`config.mk`:
```
export PLATFORM = sky130hd
export DESIGN_NAME = ddi_top
export DESIGN_NICKNAME = d
export VERILOG_FILES = /design/src/core/ddi_pkg.sv /design/src/core/ddi_top.sv /design/src/core/ddi_sync.sv /design/src/core/ddi_fifo.sv
export SDC_FILE = /design/constraint.sdc
export NUM_CORES = 1
export LEC_CHECK = 0
export BUFFER_PORTS_ARGS = -buffer_cell sky130_fd_sc_hd__buf_2
export CAP_MARGIN = 5
export CORE_MARGIN = 3
export CORE_UTILIZATION = 40
export CTS_BUF_LIST = sky130_fd_sc_hd__clkbuf_4
export DETAILED_ROUTE_END_ITERATION = 8
export PLACE_DENSITY = 0.62
export SYNTH_ARGS = -nofsm -noshare
export SYNTH_HDL_FRONTEND = slang
export SYNTH_SLANG_ARGS = --single-unit
```
`constraint.sdc`:
```
create_clock -name core_clk -period 8.6 [get_ports core_clk]
set_input_delay 0.86 -clock core_clk [delete_from_list [all_inputs] [get_ports core_clk]]
set_output_delay 0.86 -clock core_clk [all_outputs]
set_load 0.02 [all_outputs]
```
`src/core/ddi_pkg.sv`:
```
// shared constants for the dual converter ddr input interface
package ddi_pkg;
    localparam int WORD_W    = 12;
    localparam int PAIR_W    = 2 * WORD_W;
    localparam int PAIR_A_LSB = WORD_W;
    localparam int FIFO_DEPTH = 16;
    localparam int DIV_W     = 2;
    localparam int SYNC_W    = WORD_W + 7;
    // bit positions inside the synchronised pin vector
    localparam int PIN_WCLK  = WORD_W;
    localparam int PIN_STRB  = WORD_W + 1;
    localparam int PIN_GATE  = WORD_W + 2;
    localparam int PIN_SLEEP = WORD_W + 3;
    localparam int PIN_CCLK  = WORD_W + 4;
    localparam int PIN_ALIGN = WORD_W + 5;
    localparam int PIN_SDIO  = WORD_W + 6;
    // configuration defaults: 3-wire port, bus not reversed
    localparam logic CFG_FOUR_WIRE_RST = 1'h0;
    localparam logic CFG_REVERSE_RST   = 1'h0;
    localparam logic [WORD_W-1:0] WORD_ZERO = 12'h000;
    localparam logic [DIV_W-1:0]  DIV_ZERO  = 2'h0;
    localparam logic [DIV_W-1:0]  DIV_STEP  = 2'h1;
    typedef logic [WORD_W-1:0] ddi_word_type;
    typedef logic [PAIR_W-1:0] ddi_pair_type;
endpackage

```
`src/core/ddi_top.sv`:
```
// ddr sample input, fifo, divider and serial pin control of a dual dac
// Contract
// - 3-wire mode: serial data line drives read data
// - 4-wire mode: serial data line is input only
// - 4-wire mode: read data on dedicated output
// - 3-wire mode: dedicated output stays undriven
// - serial clear is active low, asynchronous
// - gate low forces datapath to zeros
// - sleep input high puts block asleep
// - one word captured per word clock edge
// - rising edge word is A, falling B
// - top data line is sample msb unless reversed
// - pointer strobe sampled on rising word edge
// - phase strobe resets divider and fifo read
// - idle phase strobe means normal operation
// - sample codes are offset binary, passed unchanged
`timescale 1ns/1ps
module ddi_top
(
    input  wire logic                  core_clk,
    input  wire logic                  rst,
    input  wire logic                  serial_port_clear_n,
    input  wire logic                  cfg_load,
    input  wire logic                  cfg_four_wire,
    input  wire logic                  cfg_bus_reverse,
    input  wire logic                  serial_read_active,
    input  wire logic                  serial_read_bit,
    input  wire logic                  serial_data_in,
    output logic                       serial_data_out,
    output logic                       serial_data_oe,
    output logic                       serial_read_out,
    output logic                       serial_read_oe,
    output logic                       serial_rx_bit,
    input  wire logic                  transmit_gate,
    input  wire logic                  sleep_in,
    input  wire logic                  forwarded_word_clock,
    input  wire logic [ddi_pkg::WORD_W-1:0] word_bus,
    input  wire logic                  fifo_pointer_strobe,
    input  wire logic                  converter_clock,
    input  wire logic                  divider_phase_strobe,
    output logic [ddi_pkg::WORD_W-1:0] dac_a_code,
    output logic [ddi_pkg::WORD_W-1:0] dac_b_code,
    output logic                       dac_update,
    output logic [ddi_pkg::DIV_W-1:0]  divider_phase,
    output logic                       sleep_state,
    output logic                       fifo_overflow
);
    import ddi_pkg::*;

    logic [SYNC_W-1:0] pins_s;
    ddi_word_type      data_s;
    logic              wclk_s, strobe_s, gate_s, sleep_s, cclk_s, align_s;
    logic              cfg_rst;
    logic              four_wire_reg, four_wire_next;
    logic              reverse_reg, reverse_next;
    logic              sdio_out_reg, sdio_out_next;
    logic              sdio_oe_reg, sdio_oe_next;
    logic              sdo_out_reg, sdo_out_next;
    logic              sdo_oe_reg, sdo_oe_next;
    logic              wclk_d_reg, cclk_d_reg;
    logic              word_rise, word_fall;
    logic              align_hit, sync_hit;
    ddi_word_type      word_a_reg, word_a_next;
    ddi_word_type      word_now;
    logic              push_valid, push_ready;
    ddi_pair_type      push_data;
    logic              ovf_reg, ovf_next;
    logic              pop;
    logic              fifo_valid;
    ddi_pair_type      fifo_data;
    logic              fifo_full, fifo_empty;
    logic [DIV_W-1:0]  div_reg, div_next;
    ddi_word_type      dac_a_reg, dac_a_next;
    ddi_word_type      dac_b_reg, dac_b_next;
    logic              upd_reg, upd_next;
    logic              sleep_reg;

    // line order of a word; used for both channels
    function automatic ddi_word_type order_word(input ddi_word_type w,
                                                input logic rev);
        ddi_word_type r;
        for (int i = 0; i < WORD_W; i++)
        begin
            r[i] = rev ? w[WORD_W-1-i] : w[i];
        end
        return r;
    endfunction

    // every pin input except the serial clear, data lines included, passes two flops
    ddi_sync #(
        .W(SYNC_W)
    ) u_sync (
        .core_clk(core_clk),
        .rst     (rst),
        .d       ({serial_data_in, divider_phase_strobe, converter_clock,
                   sleep_in, transmit_gate, fifo_pointer_strobe,
                   forwarded_word_clock, word_bus}),
        .q       (pins_s)
    );

    assign data_s   = pins_s[WORD_W-1:0];
    assign wclk_s   = pins_s[PIN_WCLK];
    assign strobe_s = pins_s[PIN_STRB];
    assign gate_s   = pins_s[PIN_GATE];
    assign sleep_s  = pins_s[PIN_SLEEP];
    assign cclk_s   = pins_s[PIN_CCLK];
    // pad pull-down keeps an unconnected strobe low, i.e. inactive
    assign align_s  = pins_s[PIN_ALIGN];
    assign serial_rx_bit = pins_s[PIN_SDIO];

    // config register; serial clear acts without a clock
    assign cfg_rst = rst || !serial_port_clear_n;
    always_comb
    begin
        four_wire_next = four_wire_reg;
        reverse_next   = reverse_reg;
        if (cfg_load)
        begin
            four_wire_next = cfg_four_wire;
            reverse_next   = cfg_bus_reverse;
        end
    end

    always_ff @(posedge core_clk or posedge cfg_rst)
    begin
        if (cfg_rst)
        begin
            four_wire_reg <= CFG_FOUR_WIRE_RST;
            reverse_reg   <= CFG_REVERSE_RST;
        end
        else
        begin
            four_wire_reg <= four_wire_next;
            reverse_reg   <= reverse_next;
        end
    end

    // serial pin steering by wire mode
    always_comb
    begin
        sdio_oe_next  = !four_wire_reg && serial_read_active;
        sdio_out_next = sdio_oe_next && serial_read_bit;
        sdo_oe_next   = four_wire_reg;
        sdo_out_next  = four_wire_reg && serial_read_active
                        && serial_read_bit;
    end

    always_ff @(posedge core_clk or posedge rst)
    begin
        if (rst)
        begin
            sdio_oe_reg  <= 1'h0;
            sdio_out_reg <= 1'h0;
            sdo_oe_reg   <= 1'h0;
            sdo_out_reg  <= 1'h0;
        end
        else
        begin
            sdio_oe_reg  <= sdio_oe_next;
            sdio_out_reg <= sdio_out_next;
            sdo_oe_reg   <= sdo_oe_next;
            sdo_out_reg  <= sdo_out_next;
        end
    end

    // edges of the sampled word and converter clocks
    assign word_rise = wclk_s && !wclk_d_reg;
    assign word_fall = !wclk_s && wclk_d_reg;
    assign sync_hit  = word_rise && strobe_s;
    assign align_hit = cclk_s && !cclk_d_reg && align_s;
    assign word_now  = gate_s ? order_word(data_s, reverse_reg)
                              : WORD_ZERO;

    // rising word held as A, paired with the falling word B
    always_comb
    begin
        word_a_next = word_a_reg;
        if (word_rise)
        begin
            word_a_next = word_now;
        end
        push_valid = word_fall;
        push_data  = {word_a_reg, word_now};
        // link cannot stall: a refused pair is dropped and flagged
        ovf_next = ovf_reg && !sync_hit;
        if (push_valid && !push_ready)
        begin
            ovf_next = 1'h1;
        end
    end

    ddi_fifo #(
        .WIDTH(PAIR_W),
        .DEPTH(FIFO_DEPTH)
    ) u_fifo (
        .core_clk (core_clk),
        .rst      (rst),
        .wr_flush (sync_hit),
        .rd_flush (align_hit),
        .in_valid (push_valid),
        .in_ready (push_ready),
        .in_data  (push_data),
        .out_valid(fifo_valid),
        .out_ready(pop),
        .out_data (fifo_data),
        .full     (fifo_full),
        .empty    (fifo_empty)
    );

    // read side: one pair per rising converter edge unless asleep or aligning
    always_comb
    begin
        pop      = cclk_s && !cclk_d_reg && fifo_valid && !sleep_s
                   && !align_hit;
        div_next = div_reg;
        if (align_hit)
        begin
            div_next = DIV_ZERO;
        end
        else if (cclk_s && !cclk_d_reg)
        begin
            div_next = div_reg + DIV_STEP;
        end
        dac_a_next = dac_a_reg;
        dac_b_next = dac_b_reg;
        if (sleep_s || !gate_s)
        begin
            dac_a_next = WORD_ZERO;
            dac_b_next = WORD_ZERO;
        end
        else if (pop)
        begin
            dac_a_next = fifo_data[PAIR_W-1:PAIR_A_LSB];
            dac_b_next = fifo_data[WORD_W-1:0];
        end
        upd_next = pop;
    end

    always_ff @(posedge core_clk or posedge rst)
    begin
        if (rst)
        begin
            wclk_d_reg <= 1'h0;
            cclk_d_reg <= 1'h0;
            word_a_reg <= WORD_ZERO;
            ovf_reg    <= 1'h0;
            div_reg    <= DIV_ZERO;
            dac_a_reg  <= WORD_ZERO;
            dac_b_reg  <= WORD_ZERO;
            upd_reg    <= 1'h0;
            sleep_reg  <= 1'h0;
        end
        else
        begin
            wclk_d_reg <= wclk_s;
            cclk_d_reg <= cclk_s;
            word_a_reg <= word_a_next;
            ovf_reg    <= ovf_next;
            div_reg    <= div_next;
            dac_a_reg  <= dac_a_next;
            dac_b_reg  <= dac_b_next;
            upd_reg    <= upd_next;
            sleep_reg  <= sleep_s;
        end
    end

    assign serial_data_out = sdio_out_reg;
    assign serial_data_oe  = sdio_oe_reg;
    assign serial_read_out = sdo_out_reg;
    assign serial_read_oe  = sdo_oe_reg;
    assign dac_a_code      = dac_a_reg;
    assign dac_b_code      = dac_b_reg;
    assign dac_update      = upd_reg;
    assign divider_phase   = div_reg;
    assign sleep_state     = sleep_reg;
    assign fifo_overflow   = ovf_reg;
endmodule

```
`src/core/ddi_sync.sv`:
```
// two-stage synchroniser for pin inputs
`timescale 1ns/1ps
module ddi_sync #(
    parameter int W = 1
) (
    input  wire logic         core_clk,
    input  wire logic         rst,
    input  wire logic [W-1:0] d,
    output logic      [W-1:0] q
);
    logic [W-1:0] meta_reg;
    logic [W-1:0] meta_next;
    logic [W-1:0] q_reg;
    logic [W-1:0] q_next;

    // first stage feeds only the second stage
    always_comb
    begin
        meta_next = d;
        q_next    = meta_reg;
    end

    always_ff @(posedge core_clk or posedge rst)
    begin
        if (rst)
        begin
            meta_reg <= '0;
            q_reg    <= '0;
        end
        else
        begin
            meta_reg <= meta_next;
            q_reg    <= q_next;
        end
    end

    assign q = q_reg;
endmodule

```
`src/core/ddi_fifo.sv`:
```
// sample pair fifo with independent write and read side flush
`timescale 1ns/1ps
module ddi_fifo #(
    parameter int WIDTH = 24,
    parameter int DEPTH = 16
) (
    input  wire logic             core_clk,
    input  wire logic             rst,
    input  wire logic             wr_flush,
    input  wire logic             rd_flush,
    input  wire logic             in_valid,
    output logic                  in_ready,
    input  wire logic [WIDTH-1:0] in_data,
    output logic                  out_valid,
    input  wire logic             out_ready,
    output logic      [WIDTH-1:0] out_data,
    output logic                  full,
    output logic                  empty
);
    localparam int AW = $clog2(DEPTH);
    localparam logic [AW:0] PTR_ZERO = '0;
    localparam logic [AW:0] PTR_ONE  = {{AW{1'h0}}, 1'h1};

    logic [WIDTH-1:0] mem [DEPTH];
    logic [AW:0]      wr_ptr_reg;
    logic [AW:0]      wr_ptr_next;
    logic [AW:0]      rd_ptr_reg;
    logic [AW:0]      rd_ptr_next;
    logic [AW:0]      wr_adv;
    logic [AW:0]      rd_adv;
    logic             push;
    logic             pop;

    // extra pointer bit tells full from empty
    assign empty     = (wr_ptr_reg == rd_ptr_reg);
    assign full      = (wr_ptr_reg[AW-1:0] == rd_ptr_reg[AW-1:0])
                     && (wr_ptr_reg[AW] != rd_ptr_reg[AW]);
    assign in_ready  = !full;
    assign out_valid = !empty;
    assign out_data  = mem[rd_ptr_reg[AW-1:0]];
    assign push      = in_valid && in_ready;
    assign pop       = out_valid && out_ready;

    // a flush snaps its pointer onto the other side, leaving it empty
    always_comb
    begin
        wr_adv = push ? wr_ptr_reg + PTR_ONE : wr_ptr_reg;
        rd_adv = pop ? rd_ptr_reg + PTR_ONE : rd_ptr_reg;
        wr_ptr_next = wr_adv;
        rd_ptr_next = rd_adv;
        if (wr_flush && rd_flush)
        begin
            wr_ptr_next = PTR_ZERO;
            rd_ptr_next = PTR_ZERO;
        end
        else if (wr_flush)
        begin
            wr_ptr_next = rd_adv;
        end
        else if (rd_flush)
        begin
            rd_ptr_next = wr_adv;
        end
    end

    always_ff @(posedge core_clk or posedge rst)
    begin
        if (rst)
        begin
            wr_ptr_reg <= PTR_ZERO;
            rd_ptr_reg <= PTR_ZERO;
        end
        else
        begin
            wr_ptr_reg <= wr_ptr_next;
            rd_ptr_reg <= rd_ptr_next;
        end
    end

    // storage carries no reset; contents behind the pointers are unused
    always_ff @(posedge core_clk)
    begin
        if (push)
        begin
            mem[wr_ptr_reg[AW-1:0]] <= in_data;
        end
    end
endmodule

```
Word-level counts from Yosys, hierarchy flattened --
Memories as Yosys holds them, arrays and structs flattened. Cells that the tools add are included.
Operators by class: $add $sub $neg 3, multipliers 0, divide/modulo/power cells 0, order comparisons 0, equal/unequal tests 3, shift-type cells 0, multiplexer cells 29, bitwise gates (word level) 0, reductions and logical operators 33
Operator list (number):
- $mux 12 | 5
- $mux 5 | 7
- $logic_and 1x1->1 | 18
- $mux 1 | 15
- $logic_not 1->1 | 11
- $add 5x1->5 const B | 2
- $eq 5x5->1 | 1
- $eq 4x4->1 | 1
- $mux 2 | 2
- $reduce_bool 2->1 | 2
- $add 2x1->2 const B | 1
- $logic_or 1x1->1 | 2
- $ne 1x1->1 | 1
Storage, ports and cells: flip-flop bits (word level) 97, bits in latches 0, bits in writable memories 384, ROM bits 0, input port bits 27, output and inout bits 34, logic and storage cells 88, memories 1
Memory list:
- u_fifo.mem | depth 16, width 24, rd ports 1, clocked after memory_dff 0, write ports 1, RTL line ddi_fifo.sv:24 | logic [WIDTH-1:0] mem [DEPTH];

Depth between registers and ports, before layout --
Gate-level depths: netlist of run 1.
depth in word-level cells 10, mapped depth 8, mapped depth without buffers 6

Modules after synthesis --
A second synthesis of run 1 with hierarchy kept.
Unflattened totals: cells, all modules 889, area, all modules 18433.9 µm²
By module, submodules not included:
- ddi_fifo | instances 1, cells an instance 638, area an instance 15249.6 µm², sequential area each 11781.3 µm²
- ddi_top | instances 1, cells an instance 212, area an instance 2229.6 µm², sequential area each 1226.2 µm²
- ddi_sync | instances 1, cells an instance 39, area an instance 954.7 µm², sequential area each 950.9 µm²

Least setup slack after synthesis of run 1 --
No wires, ideal clock.
path kind register -> register, start point register u_fifo.rd_ptr_reg[1], end point memory u_fifo.mem[3][0], enable pin, setup time 0.435 ns, arrival time 2.679 ns, required time 8.165 ns, path slack 5.485 ns, cell stages (with the launch flop) 6, buffers on the path 1, clock period less this slack 3.115 ns, cells stage by stage dfrtp_1 -> buf_2 -> xnor2_2 -> nand4_2 -> o21ai_0 -> nor3_1
Between the ends: cells in the longest elaborated chain, start to end 6
Ends and longest elaborated chain:
- start, declared | RTL line ddi_fifo.sv:27 | logic [AW:0] rd_ptr_reg;
- start signal, assigned | RTL line ddi_fifo.sv:76 | rd_ptr_reg <= rd_ptr_next;
- $eq 4x4->1 | RTL line ddi_fifo.sv:36 | assign full = (wr_ptr_reg[AW-1:0] == rd_ptr_reg[AW-1:0])
- $logic_and 1x1->1 | RTL line ddi_fifo.sv:37 | && (wr_ptr_reg[AW] != rd_ptr_reg[AW]);
- $logic_not 1->1 | RTL line ddi_fifo.sv:38 | assign in_ready = !full;
- $logic_and 1x1->1 | RTL line ddi_fifo.sv:41 | assign push = in_valid && in_ready;
- $mux 1 | RTL line ddi_fifo.sv:83 | if (push)
- $mux 1 (not written as such) | RTL line ddi_fifo.sv:85 | mem[wr_ptr_reg[AW-1:0]] <= in_data;
- end, declared | RTL line ddi_fifo.sv:24
Every way passes these cells.

Final worst setup path of run 1 --
start point register u_fifo.rd_ptr_reg[1], end point memory u_fifo.mem[14][8], enable pin
The elaborated chain is that of the path after synthesis.

==> results of run 1 <==
[worst max-delay path, delay by kind of cell, from the launching register on]
kind | cells | cell delay, ns
and+or+nand+nor | 2 | 0.96
DFF | 1 | 0.83
buffers and inverters | 1 | 0.39
xor gates and xnor gates | 1 | 0.17
AOI/OAI and AO/OA | 1 | 0.33
[layer usage]
layer  vias to the layer above  track usage, %
li1                       3961               -
met1                      4803            24.4
met2                       334            27.0
met3                        60            4.21
met4                         0            5.03
met5                         -               0
[per-stage QoR]
| stage | cell area [um2] | utilization (%) | power (mW) |
|---|---|---|---|
| finish | 20800 | 46.7 | 6.10 |
| global route | 20800 | 46.7 | 6.41 |
| CTS | 20800 | 46.7 | 6.18 |
| detailed placement | 19200 | 43.0 | 4.23 |
| global placement | 19200 | 43.0 | 4.22 |
| floorplan | 18200 | - | 3.88 |
[area by class of cell]
cell class	instances	area (um2)	area share, %
Inverter	7	28.8	0.138
Timing Repair Buffer	89	523	2.51
Antenna cell	1	2.50	0.0120
Tap cell	592	741	3.56
Multi-Input combinational cell	335	3970	19.0
Clock buffer	177	1330	6.38
Clock inverter	42	269	1.29
Sequential cell	481	14000	67.1
[kinds of logic (layout without fill, tap and decap cells)]
kind of cell	count (synthesis)	in the layout	synth area share, %
DFF	481	481	76.7
muxes	132	132	14.0
and+or+nand+nor	97	97	2.96
AOI/OAI and AO/OA	91	91	3.86
buffers and inverters	52	315	1.57
xor gates and xnor gates	10	10	0.564
adders and majority gates	5	5	0.344
other	0	1	0
[power breakdown]
part / total, mW / leakage [nW] / switching [mW] / internal, mW
Clock: 1.93 / 0.938 / 0.874 / 1.06
Sequential: 2.87 / 4.73 / 0.176 / 2.69
Combinational: 1.30 / 1.83 / 0.687 / 0.609
[worst paths after layout]
path | startpoint | end | slack [ns]
worst max-delay path | u_fifo.rd_ptr_reg[1] | u_fifo.mem[14][8] | 5.58
min in group asynchronous | rst | dac_a_code[7] | 0.23
max in group asynchronous | rst | dac_b_code[9] | 7.19
worst max register to register | u_fifo.rd_ptr_reg[1] | u_fifo.mem[14][8] | 5.58
worst min register to register | u_sync.meta_reg[5] | u_sync.q[5] | 0.32
worst min-delay path | word_bus[6] | u_sync.meta_reg[6] | 0.17
[layout by cell type (no fill, tap or decap), types with 2 or more instances in the layout]
cell type	instances
nor2b_1	16
bufinv_16	4
buf_2	60
nor2b_2	3
xnor2_1	6
mux4_2	96
a22o_1	24
and2b_1	2
mux2i_1	18
nand2_1	35
inv_1	4
nor3_1	2
clkbuf_4	177
clkinv_1	36
o21ai_0	8
nand2b_1	4
nor2_1	8
a21oi_1	3
a22oi_1	48
inv_2	2
dlygate4sd3_1	2
ha_1	5
mux2_2	18
xor2_1	2
dfrtp_1	95
buf_4	27
nor2_2	2
edfxtp_1	384
and3_1	14
dfrtp_4	2
and2_1	3
[repair_timing]
| item | CTS | global route |
|---|---|---|
| endpoints found under the setup margin | 0 | 0 |
| hold buffers | 2 | 0 |
| gates resized for setup | 0 | 0 |
| endpoints found under the hold margin | 2 | 0 |
==> impl_metrics.csv, run 1 <==
group,metric,value,unit
worst_hold_path,holdCritPathClass,"primary input to register",
cts,h-tree-depth,3,
drt,drt-pass1-iter-count,4,
drt,wl_per_cell,23.5,um
synthesis,synth_top_cell_by_area,"edfxtp_1",
drt,highest_layer,"met4",
synthesis,synth-seq-cells,481,
critical_path,start_kind,"register",
drt,route.detailed.vias_per_inst,5.31,
synthesis,synth_cell_type_count,47,
die,initial_core_util,40.8,%
finish,fill_cells,3843,
synthesis,synth-async-reset-ratio,20.2,%
finish,instances_no_fill,1724,
sta,post-route-period-util,35.1,%
sta,tns,0,ns
sta,timing.hold.ws,0.170,ns
flow_run,max_cap_viol_count,0,
place,gp_congestion,0.735,
place,dpl.hpwl,19.9,mm
sta,rsz0062_at_grt,"no",
drt,wl,40.5,mm
global_route,grt.total_usage,17.3,%
critical_path,crit_chain,"xnor2_2 -> and4_4 -> a21oi_4 -> and3_1 -> buf_4",
synthesis,synthTopCellsByCount,"edfxtp_1 (384), dfrtp_1 (97), mux4_2 (96)",
critical_path,path_class,"register to register",
drt,vias,9158,
die,die_x,219,um
critical_path,worstPathArrival,3.47,ns
synthesis,synthTopCellsByArea,"edfxtp_1 (63%), dfrtp_1 (13%), mux4_2 (12%), a22oi_1 (2.0%), a22o_1 (1.2%)",
synthesis,synth_edf_count,384,
drt,drc,0,
synthesis,synthFlopType,"edfxtp_1",
synthesis,synth_top_area_share,63.4,%
synthesis,yosys_warnings,0,
finish,drive_gt1_share,35.8,%
drt,wl_met3,2.93,mm
critical_path,r2r_cells,5,
sta,finalHoldViolCount,0,
cts,cts_buffers,117,
critical_path,slowest_delay,0.83,ns
finish,syn_to_final_growth,14.5,%
power,p_per_area,293,nW/um2
critical_path,cp.required,9.05,ns
drt,drt_first_iter_violations,779,
synthesis,synth_nets,900,
sta,final_max_slew_viol_count,0,
drt,wirelength_met1,17.5,mm
synthesis,syn_avg_cell_area,21.0,um2
cts,tritoncts,"yes",
synthesis,syn-cell-area,18200,um2
sta,fin_skew,0.0508,ns
synthesis,yosysMostFrequentCell,"edfxtp_1",
cts,cts_buffer_depth,3,
place,placedCellCount,1502,
place,io_buffers,60,
finish,nNetsFinal,1063,
synthesis,yosysSeqAreaShare,76.7,%
power,ir_drop,0.000164,V
drt,wl_met2,19.5,mm
die,coreArea,44600,um2
global_route,antenna_found_initial,1,
sta,worstMarginPinSlew,1.23,ns
global_route,grt_pass1_vias,9780,
sta,finalCriticalPeriod,3.02,ns
outcome,status,"finished, final reports clean",
place,dpl_worst_slack,5.57,ns
sta,timing.fmax,331,MHz
die,fp.dieArea,48100,um2
cts,postCtsSetupRepairBufs,0,
critical_path,crit_path_end_kind,"register",
drt,ant_nets,0,
critical_path,crit_fanout,41,
cts,path_clk_slew,0.07,ns
power,leakage,7.50,nW
die,ios,61,
cts,insertion_delay,0.82,ns
die,die_height,219,um
finish,largest_reg_flops,384,
sta,maxSlewHeadroom,18.0,%
synthesis,synthCells,868,
cts,cts-root-buf,"clkbuf_4",
die,rows,77,
critical_path,cpMaxStageDelayCell,"dfrtp_4",
worst_hold_path,worstHoldPathCells,1,
global_route,grt_pass1_wl,60.5,mm
cts,clock_sinks,481,
global_route,grt_max_degree,62,
sta,setup_viol,0,
sta,finalWorstSetupSlack,5.58,ns
global_route,grt.overflow.total,0,
Power figures use the tool's default switching activity.
==> run 2: changes to the inputs <==
- PLACE_DENSITY: 0.62 -> 0.65
- clock period: 8.6 -> 2.73 ns (I/O delays scaled with it)
==> run 2 against run 1 <==
Cell area increased by 2.6%. Fmax increased by 30%. Power increased to 3.2 times the previous value. Non-clock buffer count increased by 33. Utilization increased by 1.2 points. Critical path depth decreased by 2. Global-route usage decreased by 0.094 points. Largest power group unchanged.
==> impl_metrics.csv, run 2 (same netlist as run 1, synthesis figures left out) <==
group,metric,value,unit
die,rows,77,
drt,drt_first_iter_violations,861,
drt,drt-pass1-iter-count,5,
power,p_comb_share,22.5,%
cts,h-tree-depth,3,
critical_path,crit_fanout,17,
power,sequentialPowerShare,45.7,%
cts,clock_sinks,481,
cts,cts_buffers,116,
power,power.internal,13.9,mW
sta,post-route-period-util,85.0,%
die,die_height,219,um
finish,drive_gt1_share,35.8,%
sta,timing.fmax,431,MHz
finish,nNetsFinal,1095,
cts,insertion_delay,0.80,ns
cts,cts_resized,0,
critical_path,start_kind,"register",
critical_path,worstPathArrival,3.01,ns
cts,path_clk_slew,0.06,ns
power,leakage,7.72,nW
sta,rsz0062_at_grt,"no",
sta,finalHoldViolCount,0,
finish,regArea,14000,um2
finish,final_cell_mix,"edfxtp_1 (384), clkbuf_4 (183), mux4_2 (96)",
place,gp_congestion,0.757,
die,initial_core_util,40.8,%
critical_path,reg2reg_from,"reverse_reg",
flow_run,max_cap_viol_count,0,
critical_path,crit_path_end_kind,"register",
critical_path,r2r-end,"word_a_reg[0]",
sta,setup_viol,0,
sta,final_max_slew_viol_count,0,
global_route,grt_pass1_wl,60.7,mm
cts,tritoncts,"yes",
power,pwr-share-clk,31.8,%
die,die_x,219,um
finish,syn_to_final_growth,17.5,%
power,power,19.4,mW
drt,drc,0,
die,coreArea,44600,um2
sta,worstMarginPinSlew,1.10,ns
critical_path,r2r_cells,3,
critical_path,r2r_slack,0.41,ns
power,p_switching,5.47,mW
global_route,grt.total_usage,17.2,%
sta,maxSlewHeadroom,26.4,%
outcome,status,"finished, final reports clean",
drt,wl_per_cell,22.9,um
drt,vias,9341,
finish,largest_reg_flops,384,
die,ios,61,
power,p_sw_share,28.2,%
die,fp.dieArea,48100,um2
sta,tns,0,ns
power,p_per_area,908,nW/um2
global_route,antenna_found_initial,1,
power,ir_drop,0.000711,V
worst_hold_path,holdCritPathClass,"primary input to register",
critical_path,cp.required,3.42,ns
critical_path,cp-endpoint,"word_a_reg[0]",
finish,multi_input_area,3970,um2
cts,cts-root-buf,"clkbuf_4",
sta,timing.hold.ws,0.136,ns
finish,final_common_cell,"edfxtp_1",
drt,ant_nets,0,
critical_path,crit_start,"reverse_reg",
sta,fin_skew,0.0615,ns
place,dpl.hpwl,19.7,mm
global_route,grt_max_degree,100,
global_route,grt_pass1_vias,9921,
place,io_buffers,60,
finish,fill_cells,3699,
drt,route.detailed.vias_per_inst,5.30,
sta,finalCriticalPeriod,2.32,ns
critical_path,path_class,"register to register",
drt,wl,40.4,mm
cts,cts_buffer_depth,3,
global_route,grt.overflow.total,0,
## run 2: stage by stage
stage	area (um2)	worst slack, ns	instances	utilization (%)
final	21400	0.411	1761	47.9
after global routing	21400	0.260	1759	47.9
after CTS	21400	0.400	1758	47.9
after detailed placement	19400	0.447	1506	43.6
after global placement	19400	0.486	1506	43.6
after floorplan	18200	0.337	868	-
## run 2: worst min path at each step
stage                              startpoint  cells after the start            endpoint
after floorplan                           rst                      1       four_wire_reg
after global placement    serial_port_clear_n                      2       four_wire_reg
after detailed placement  serial_port_clear_n                      2       four_wire_reg
after CTS                         word_bus[7]                      2  u_sync.meta_reg[7]
after global routing              word_bus[5]                      2  u_sync.meta_reg[5]
final                             word_bus[8]                      2  u_sync.meta_reg[8]
## run 2: layout make-up
type                    instances  area share (%)
clock buffers                 183            6.43
well taps                     592            3.47
repair buffers                122            4.82
flip-flops and latches        481            65.3
clock inverters                38            1.21
diodes                          3          0.0351
inverters                       7           0.140
multi-input cells             335            18.6
## run 2: power by group through the flow
stage / clock network [mW] / logic (mW) / registers, mW
after global routing: 6.74 / 4.73 / 8.93
final: 6.18 / 4.36 / 8.87
after detailed placement: 0 / 4.38 / 9.03
after global placement: 0 / 4.35 / 9.00
after floorplan: 0 / 3.36 / 8.86
after CTS: 6.35 / 4.43 / 8.87
## run 2: critical path, stage by stage (launching register included)
cell     delay, ns
dfrtp_1       0.84
mux2i_1       0.21
nor2b_1       0.88
mux2_2        0.30
## run 2: what timing repair did
item,CTS,global route
hold buffers,31,0
setup buffers,0,0
endpoints found under the hold margin,121,0
## run 2: routing by layer
metal / global-route usage (%) / vias to the layer above / routed length [um]
li1: - / 4028 / -
met4: 6.18 / 0 / 989
met2: 27.5 / 352 / 19700
met1: 23.9 / 4889 / 16900
met5: 0 / - / 0
met3: 3.28 / 72 / 2710
